## src/dsm_pkg.sv

```systemverilog
/*
 * Constants shared by the diagnostic status and memory test logic.
 * Assumes nothing beyond a SystemVerilog compiler.
 */
package dsm_pkg;
  // ==========================================================================
  // Status word layout.
  localparam int unsigned STAT_W         = 16;
  localparam logic [15:0] STAT_RESET     = 16'h0000;
  localparam int unsigned BIT_ACC_Z      = 15;
  localparam int unsigned BIT_ACC_X      = 13;
  localparam int unsigned BIT_GYR_X      = 10;
  localparam int unsigned BIT_ALARM1     = 8;
  localparam int unsigned BIT_UNUSED     = 7;
  localparam int unsigned BIT_FLASH_SUM  = 6;
  localparam int unsigned BIT_ST_DIAG    = 5;
  localparam int unsigned BIT_OVERRANGE  = 4;
  localparam int unsigned BIT_LINK_FAIL  = 3;
  localparam int unsigned BIT_FLASH_UPD  = 2;
  localparam int unsigned BIT_SUPPLY_HI  = 1;
  localparam int unsigned BIT_SUPPLY_LO  = 0;
  localparam logic [15:0] STICKY_MASK    = 16'hFF7C;
  // ==========================================================================
  // Miscellaneous control register layout.
  localparam logic [15:0] CTRL_RESET     = 16'h0006;
  localparam logic [15:0] CTRL_MASK      = 16'h0FC7;
  localparam int unsigned BIT_MEM_TEST   = 11;
  localparam int unsigned BIT_SELF_TEST  = 10;
  // ==========================================================================
  // Memory test sequencer states, Gray coded along the walk.
  typedef enum logic [1:0] {
    DSM_IDLE  = 2'b00,
    DSM_ISSUE = 2'b01,
    DSM_ACC   = 2'b11,
    DSM_DONE  = 2'b10
  } dsm_state_t;
endpackage

```

## src/dsm_diag.sv

```systemverilog
/*
 * Diagnostic status block: control register with memory test and self-test
 * requests, and the sticky diagnostic status word read by the host.
 * Assumes the serial port decode supplies one-cycle write and read strobes,
 * sample_tick marks each sample cycle, and the self-test engine and supply
 * monitors are outside.
 */
// What this block does
// - Writing memory-test bit starts a checksum check over flash.
// - Checksum outcome goes to status bit 6, one meaning fail.
// - Memory-test bit clears itself when the check finishes.
// - A status read clears every error flag but supply bits 1 and 0.
// - A condition still present sets its flag again next sample cycle.
// - Supply flags bits 1 and 0 do not need a read to clear.
// - Supply flags clear themselves when supply returns in range.
// - Bit 1 shows supply above 5.25 V.
// - Bits 15..13 show accelerometer Z, Y, X self-test failure.
// - Bits 12..10 show gyroscope Z, Y, X self-test failure.
// - Bits 9 and 8 show alarm 2 and alarm 1 active.
// - Bit 5 shows overall self-test failure.
// - Bit 4 shows a sensor over its range.
// - Bit 3 shows a serial link failure.
// - Bit 2 shows a failed flash update.
// - Status resets to zero and bit 7 always reads zero.
// - Self-test enable runs the sensor self-test and records results.
`timescale 1ns/1ps
module dsm_diag #(
  parameter int unsigned FLASH_ADDR_W = 8
) (
  // Clock and reset.
  input  wire logic                    clk_sys,
  input  wire logic                    rst_b,
  // Control register access.
  input  wire logic                    ctrl_wr_en,
  input  wire logic [15:0]             ctrl_wr_data,
  output logic [15:0]                  ctrl_rd_data,
  // Status register access.
  input  wire logic                    stat_rd_en,
  output logic [15:0]                  stat_rd_data,
  // Sample timing and fault sources.
  input  wire logic                    sample_tick,
  input  wire logic [1:0]              alarm_active,
  input  wire logic                    overrange,
  input  wire logic                    link_fail,
  input  wire logic                    flash_update_fail,
  input  wire logic                    supply_over,
  input  wire logic                    supply_under,
  // Self-test engine.
  output logic                         selftest_start,
  input  wire logic                    selftest_done,
  input  wire logic [5:0]              selftest_fail,
  // Flash read port.
  output logic [FLASH_ADDR_W-1:0]      flash_addr,
  input  wire logic [15:0]             flash_rdata
);
  initial begin
    if (FLASH_ADDR_W < 2) begin
      $error("dsm_diag: flash needs at least four words");
    end
  end

  // ==========================================================================
  // Reset release.
  logic rst_meta;
  logic rst_n;
  always_ff @(posedge clk_sys or negedge rst_b) begin
    if (!rst_b) begin
      rst_meta <= 1'b0;
      rst_n    <= 1'b0;
    end else begin
      rst_meta <= 1'b1;
      rst_n    <= rst_meta;
    end
  end

  // ==========================================================================
  // Memory test engine.
  logic mem_start;
  logic mem_busy;
  logic mem_done;
  logic mem_fail;

  dsm_memtest #(
    .ADDR_W (FLASH_ADDR_W),
    .DATA_W (16)
  ) u_memtest (
    .clk_sys     (clk_sys),
    .rst_n       (rst_n),
    .start       (mem_start),
    .busy        (mem_busy),
    .done        (mem_done),
    .fail        (mem_fail),
    .flash_addr  (flash_addr),
    .flash_rdata (flash_rdata)
  );

  // ==========================================================================
  // Control register.
  logic [15:0] ctrl;
  logic [15:0] next_ctrl;

  assign mem_start = ctrl_wr_en && ctrl_wr_data[dsm_pkg::BIT_MEM_TEST]
                     && !ctrl[dsm_pkg::BIT_MEM_TEST] && !mem_busy;
  assign selftest_start = ctrl_wr_en
                     && ctrl_wr_data[dsm_pkg::BIT_SELF_TEST]
                     && !ctrl[dsm_pkg::BIT_SELF_TEST];

  always_comb begin
    next_ctrl = ctrl;
    if (ctrl_wr_en) begin
      // A running test cannot be withdrawn by writing its bit low.
      next_ctrl = (ctrl_wr_data & dsm_pkg::CTRL_MASK)
                | (ctrl & 16'h0C00);
    end
    if (mem_done) begin
      next_ctrl[dsm_pkg::BIT_MEM_TEST] = 1'b0;
    end
    if (selftest_done) begin
      next_ctrl[dsm_pkg::BIT_SELF_TEST] = 1'b0;
    end
  end

  always_ff @(posedge clk_sys or negedge rst_n) begin
    if (!rst_n) begin
      ctrl <= dsm_pkg::CTRL_RESET;
    end else begin
      ctrl <= next_ctrl;
    end
  end

  assign ctrl_rd_data = ctrl;

  // ==========================================================================
  // Latched test outcomes, which stand as conditions until the next run.
  logic [5:0] st_result;
  logic [5:0] next_st_result;
  logic       mem_result;
  logic       next_mem_result;

  always_comb begin
    next_st_result  = selftest_done ? selftest_fail : st_result;
    next_mem_result = mem_done ? mem_fail : mem_result;
  end

  always_ff @(posedge clk_sys or negedge rst_n) begin
    if (!rst_n) begin
      st_result  <= '0;
      mem_result <= 1'b0;
    end else begin
      st_result  <= next_st_result;
      mem_result <= next_mem_result;
    end
  end

  // ==========================================================================
  // Status word.
  logic [15:0] status;
  logic [15:0] next_status;
  logic [15:0] cond;
  logic [15:0] event_now;

  always_comb begin
    cond = '0;
    cond[dsm_pkg::BIT_ACC_Z:dsm_pkg::BIT_GYR_X] = st_result;
    cond[dsm_pkg::BIT_ALARM1+1:dsm_pkg::BIT_ALARM1] = alarm_active;
    cond[dsm_pkg::BIT_FLASH_SUM] = mem_result;
    cond[dsm_pkg::BIT_ST_DIAG]   = |st_result;
    cond[dsm_pkg::BIT_OVERRANGE] = overrange;
    cond[dsm_pkg::BIT_LINK_FAIL] = link_fail;
    cond[dsm_pkg::BIT_FLASH_UPD] = flash_update_fail;
    event_now = '0;
    if (selftest_done) begin
      event_now[dsm_pkg::BIT_ACC_Z:dsm_pkg::BIT_GYR_X] = selftest_fail;
      event_now[dsm_pkg::BIT_ST_DIAG] = |selftest_fail;
    end
    event_now[dsm_pkg::BIT_FLASH_SUM] = mem_done && mem_fail;
    next_status = status;
    if (stat_rd_en) begin
      next_status = '0;
    end
    // Setting is applied after clearing so a coincident event survives.
    next_status = next_status
                | ((sample_tick ? cond : 16'h0000) | event_now)
                & dsm_pkg::STICKY_MASK;
    next_status[dsm_pkg::BIT_SUPPLY_HI] = supply_over;
    next_status[dsm_pkg::BIT_SUPPLY_LO] = supply_under;
  end

  always_ff @(posedge clk_sys or negedge rst_n) begin
    if (!rst_n) begin
      status <= dsm_pkg::STAT_RESET;
    end else begin
      status <= next_status;
    end
  end

  assign stat_rd_data = status;

  // ==========================================================================
  // Checks.
  property p_read_clears;
    @(posedge clk_sys) disable iff (!rst_n)
      (stat_rd_en && !sample_tick && !selftest_done && !mem_done)
      |=> (status & dsm_pkg::STICKY_MASK) == 16'h0000;
  endproperty
  a_read_clears: assert property (p_read_clears)
    else $error("status read did not clear the error flags");

  property p_reassert;
    @(posedge clk_sys) disable iff (!rst_n)
      (sample_tick && overrange) |=> status[dsm_pkg::BIT_OVERRANGE];
  endproperty
  a_reassert: assert property (p_reassert)
    else $error("overrange flag not set on sample cycle");

  property p_coincident;
    @(posedge clk_sys) disable iff (!rst_n)
      (stat_rd_en && sample_tick && link_fail)
      |=> status[dsm_pkg::BIT_LINK_FAIL];
  endproperty
  a_coincident: assert property (p_coincident)
    else $error("link flag lost on coincident read");

  property p_supply;
    @(posedge clk_sys) disable iff (!rst_n)
      ##1 status[dsm_pkg::BIT_SUPPLY_HI] == $past(supply_over)
       && status[dsm_pkg::BIT_SUPPLY_LO] == $past(supply_under);
  endproperty
  a_supply: assert property (p_supply)
    else $error("supply flags do not follow the monitors");

  property p_unused;
    @(posedge clk_sys) disable iff (!rst_n)
      !status[dsm_pkg::BIT_UNUSED];
  endproperty
  a_unused: assert property (p_unused)
    else $error("unused status bit set");

  property p_mem_clear;
    @(posedge clk_sys) disable iff (!rst_n)
      mem_done |=> !ctrl[dsm_pkg::BIT_MEM_TEST];
  endproperty
  a_mem_clear: assert property (p_mem_clear)
    else $error("memory test bit did not clear on completion");

  property p_mem_flag;
    @(posedge clk_sys) disable iff (!rst_n)
      (mem_done && mem_fail) |=> status[dsm_pkg::BIT_FLASH_SUM];
  endproperty
  a_mem_flag: assert property (p_mem_flag)
    else $error("checksum failure not flagged");

  property p_selftest;
    @(posedge clk_sys) disable iff (!rst_n)
      (selftest_done && selftest_fail[5])
      |=> status[dsm_pkg::BIT_ACC_Z] && status[dsm_pkg::BIT_ST_DIAG]
          && !ctrl[dsm_pkg::BIT_SELF_TEST];
  endproperty
  a_selftest: assert property (p_selftest)
    else $error("self-test failure not recorded");
endmodule // dsm_diag

```

## src/dsm_memtest.sv

```systemverilog
/*
 * Flash checksum engine: sums all words but the last and compares the sum
 * with the last word, which holds the stored checksum.
 * Assumes a flash read port with one cycle of latency and a synced reset.
 */
`timescale 1ns/1ps
module dsm_memtest #(
  parameter int unsigned ADDR_W = 8,
  parameter int unsigned DATA_W = 16
) (
  // Clock and reset.
  input  wire logic              clk_sys,
  input  wire logic              rst_n,
  // Request and result.
  input  wire logic              start,
  output logic                   busy,
  output logic                   done,
  output logic                   fail,
  // Flash read port.
  output logic [ADDR_W-1:0]      flash_addr,
  input  wire logic [DATA_W-1:0] flash_rdata
);
  initial begin
    if (ADDR_W < 1 || DATA_W < 1) begin
      $error("dsm_memtest: widths must be at least one");
    end
  end

  localparam logic [ADDR_W-1:0] LAST_ADDR = {ADDR_W{1'b1}};

  dsm_pkg::dsm_state_t state;
  dsm_pkg::dsm_state_t next_state;
  logic [DATA_W-1:0]   sum;
  logic [DATA_W-1:0]   next_sum;
  logic [ADDR_W-1:0]   next_addr;
  logic                next_fail;

  // ==========================================================================
  // Sequencer.
  always_comb begin
    next_state = state;
    next_sum   = sum;
    next_addr  = flash_addr;
    next_fail  = fail;
    case (state)
      dsm_pkg::DSM_IDLE: begin
        if (start) begin
          next_state = dsm_pkg::DSM_ISSUE;
          next_sum   = '0;
          next_addr  = '0;
        end
      end
      dsm_pkg::DSM_ISSUE: begin
        next_state = dsm_pkg::DSM_ACC;
      end
      dsm_pkg::DSM_ACC: begin
        if (flash_addr == LAST_ADDR) begin
          next_fail  = (sum != flash_rdata);
          next_state = dsm_pkg::DSM_DONE;
        end else begin
          next_sum   = sum + flash_rdata;
          next_addr  = flash_addr + 1'b1;
          next_state = dsm_pkg::DSM_ISSUE;
        end
      end
      dsm_pkg::DSM_DONE: begin
        next_state = dsm_pkg::DSM_IDLE;
      end
      default: begin
        next_state = dsm_pkg::DSM_IDLE;
      end
    endcase
  end

  always_ff @(posedge clk_sys or negedge rst_n) begin
    if (!rst_n) begin
      state      <= dsm_pkg::DSM_IDLE;
      sum        <= '0;
      flash_addr <= '0;
      fail       <= 1'b0;
    end else begin
      state      <= next_state;
      sum        <= next_sum;
      flash_addr <= next_addr;
      fail       <= next_fail;
    end
  end

  assign busy = (state != dsm_pkg::DSM_IDLE);
  assign done = (state == dsm_pkg::DSM_DONE);

  // ==========================================================================
  // Checks.
  property p_done_single;
    @(posedge clk_sys) disable iff (!rst_n)
      done |=> !done && !busy;
  endproperty
  a_done_single: assert property (p_done_single)
    else $error("done lasted more than one cycle");

  property p_start_runs;
    @(posedge clk_sys) disable iff (!rst_n)
      (start && !busy) |=> busy ##1 (flash_addr == '0) && busy;
  endproperty
  a_start_runs: assert property (p_start_runs)
    else $error("start did not launch a checksum walk");
endmodule // dsm_memtest

```

## config.mk

```make
export PLATFORM = sky130hd
export DESIGN_NAME = dsm_diag
export DESIGN_NICKNAME = d
export VERILOG_FILES = /design/src/dsm_pkg.sv /design/src/dsm_diag.sv /design/src/dsm_memtest.sv
export SDC_FILE = /design/constraint.sdc
export NUM_CORES = 1
export LEC_CHECK = 0
export ABC_CLOCK_PERIOD_IN_PS = 1960
export BUFFER_PORTS_ARGS = -buffer_cell sky130_fd_sc_hd__buf_2
export CORE_MARGIN = 2
export CORE_UTILIZATION = 52
export CTS_CLUSTER_DIAMETER = 100
export DETAILED_ROUTE_END_ITERATION = 8
export GPL_ROUTABILITY_DRIVEN = 0
export PLACE_DENSITY = 0.8
export SYNTH_ARGS = -nofsm -noshare
export SYNTH_HDL_FRONTEND = slang
export SYNTH_SLANG_ARGS = --single-unit
```

## constraint.sdc

```tcl
create_clock -name clk_sys -period 1.96 [get_ports clk_sys]
set_input_delay 0.098 -clock clk_sys [delete_from_list [all_inputs] [get_ports clk_sys]]
set_output_delay 0.098 -clock clk_sys [all_outputs]
set_load 0.01 [all_outputs]
```

==> impl_metrics.toml <==
[clock_tree]
clk_pin_slew_ns = 0.07
numCtsBuffers = 9
clock_sinks = 60
clockRootBuffer = "clkbuf_8"
htreeDepth = 3
cts_tree = "done"
clk_latency_ns = 0.33
cts_buffer_depth = 2

[sta]
setup-violations-final = 4
rsz0062_at_grt = "yes"
setup_ws_ns = -0.1734
period_needed_ns = 2.133
max_freq_ghz = 0.4687
report.final.slew_viol_count = 0
post-route-period-util = 1.088
final.setup_skew_ns = 0.006773
worst_hold_slack_ns = 0.02861
hold_viol_final = 0

[synth]
synth-edff-count = 0
yosysSeqAreaShare = 0.4565
synthArstFlopShare = 1.000
synthMuxAreaShare = 0.05089
synth_cells = 326
yosys.area_share.xor_xnor = 0.04254
synthAdderAreaFrac = 0.06684
yosys.area_share.simple = 0.1588
avgSynthCellArea_um2 = 10.11
synth_compound_area_frac = 0.1576
synthesis.area_mm2 = 0.003294
yosysWarnings = 0
yosysUniqueCellTypes = 55
synth_ff_type = "dfrtp_1"
ys_seq_elements = 60
synth_top_family_by_area = "simple AND/OR/NAND/NOR gates"

[drt]
vias = 2925
ant_nets = 0
via_per_inst = 5.636
dr.pass1.iters = 4
wl_per_cell_um = 15.66
drt-initial-drc-count = 218
wl_um = 8125
drc_errors = 0

[critical_path]
crit_fanout = 3
worst-setup-path-type = "flip-flop to flip-flop"
startpoint_type = "flip-flop"
arrival_ns = 2.32
cp.required_ns = 2.15
r2r_slack_ns = -0.17
endpoint_kind = "flip-flop"

[finish]
fin_util = 0.7220
n_antenna_cell = 0
layout.nets = 507
syn_to_final_growth_pct = 32.05
layout-drive-gt1-share = 0.3649
postLayoutCellArea_mm2 = 0.004350

[min_path]
min_path_type = "primary input to flip-flop"

[status]
outcome = "finished with violations"
violations = "negative setup slack"

[floorplan]
io_pins = 92
die_area_mm2 = 0.006988
core_mm2 = 0.006026
dieWidth_um = 83.60
die-height_um = 83.60
initial_core_util = 0.5467
num_rows = 28

[grt]
grt-ovfl-total = 0
grt_pass1_wl_um = 13080
grt_pass1_vias = 2811
grt_start_max_net_pins = 42
grt_usage = 0.2317
antenna_found_initial = 0

[place]
portBuffers = 76
hpwl_um = 5478
placed_area_mm2 = 0.003841

[power_and_ir_drop]
leakagePower_nw = 2.068
peakVddDrop_mv = 0.8033
pwr_density_cell_mw_per_mm2 = 1394

[job]
max_cap_violations = 0
==> metrics by stage <==
stage                     std cells  worst slack, ns   TNS, ns  power, mW
final                           519          -0.1734   -0.2588      6.064
after global routing            519          -0.2036   -0.6501      6.489
after CTS                       517         -0.03942  -0.06750      5.841
after detailed placement        484         -0.08217   -0.3164      4.440
after global placement          484         -0.03481  -0.08546      4.321
after floorplan                 333          0.03082         0      3.662
==> critical path, cell delays in order (launching register included) <==
cell and delay [ns]:
dfrtp_1 0.42, ha_4 0.23, a211o_1 0.31, a211o_1 0.30, buf_4 0.16, nand2_2 0.07, o21ai_2 0.08, mux2i_1 0.26
o211ai_1 0.17
==> sequential cells by signal, summed over array words and instances (netlist names) <==
| name | cells |
|---|---|
| mem_result | 1 |
| u_memtest.flash_addr | 8 |
| rst_meta | 1 |
| stat_rd_data | 15 |
| u_memtest.sum | 16 |
| u_memtest.state | 2 |
| st_result | 6 |
| u_memtest.fail | 1 |
| rst_n | 1 |
| ctrl_rd_data | 9 |
==> kinds of logic (layout without fill, tap and decap cells) <==
logic type	count (synthesis)	in the layout
other	2	9
adders and majority gates	17	17
and+or+nand+nor	95	95
xor gates and xnor gates	16	16
AOI/OAI and AO/OA	82	82
muxes	15	15
DFF	60	60
buffers and inverters	39	150
==> power by group <==
group          switching (mW)  internal [mW]  total (mW)
logic                    1.54           1.35        2.89
registers               0.316           1.59        1.90
clock network           0.481          0.784        1.27
total                    2.34           3.72        6.06
==> per-layer routing <==
metal / share of wire / GRT usage / vias up
met4: 0.026 / 0.09971 / 0
met5: 0 / 0 / -
met1: 0.41 / 0.2915 / 1414
met3: 0.053 / 0.04550 / 21
met2: 0.51 / 0.3884 / 118
li1: - / - / 1372
==> layout by cell type (no fill, tap or decap), types with 8 or more instances in the layout <==
master / count
xnor2_1: 8
nand3_1: 15
buf_2: 76
conb_1: 9
clkbuf_8: 11
dlygate4sd3_1: 15
dfrtp_1: 57
buf_4: 26
ha_1: 11
a21oi_1: 14
o21ai_0: 21
nand2_1: 30
nor2_1: 12
mux2_2: 14
inv_1: 15
==> what timing repair did <==
action                                  in CTS  in global routing
endpoints found under the setup margin       7                 13
endpoints found under the hold margin       16                  0
cloned                                       0                  0
hold buffers                                15                  0
buffers inserted                             2                  2
gates resized for setup                     10                 12
pin swaps                                    9                 10
==> area by class of cell <==
type | count | area, um2
clock buffers | 12 | 155.1
inverters | 16 | 60.06
repair buffers | 118 | 745.7
multi-input cells | 234 | 1718
clock inverters | 4 | 72.57
flip-flops and latches | 60 | 1505
fillers | 444 | 1675
well taps | 75 | 93.84
==> final timing paths <==
check,startpoint,end,depth (start not counted)
max in group asynchronous,rst_n$_DFF_PN0_,u_memtest.sum[11]$_DFFE_PN0P_,1
min in group asynchronous,rst_b,rst_n$_DFF_PN0_,2
worst min register to register,rst_n$_DFF_PN0_,ctrl_rd_data[8]$_DFFE_PN0P_,0
worst min-delay path,ctrl_wr_data[11],ctrl_rd_data[11]$_DFFE_PN0P_,3
worst max register to register,u_memtest.sum[1]$_DFFE_PN0P_,u_memtest.sum[15]$_DFFE_PN0P_,8
worst max-delay path,u_memtest.sum[1]$_DFFE_PN0P_,u_memtest.sum[15]$_DFFE_PN0P_,8
==> Yosys cell counts, types with 6 or more instances <==
master / n / area share
nor2_1: 12 / 0.014
nand2_1: 31 / 0.035
o31ai_1: 6 / 0.014
a21oi_1: 14 / 0.021
ha_1: 16 / 0.061
inv_1: 16 / 0.018
nand3_1: 15 / 0.023
buf_4: 10 / 0.023
o21ai_0: 24 / 0.036
dfrtp_1: 58 / 0.44
a22oi_1: 6 / 0.014
mux2_2: 14 / 0.048
xnor2_1: 9 / 0.024
xor2_1: 7 / 0.019
Note: power is estimated with default switching activity, not from simulation.
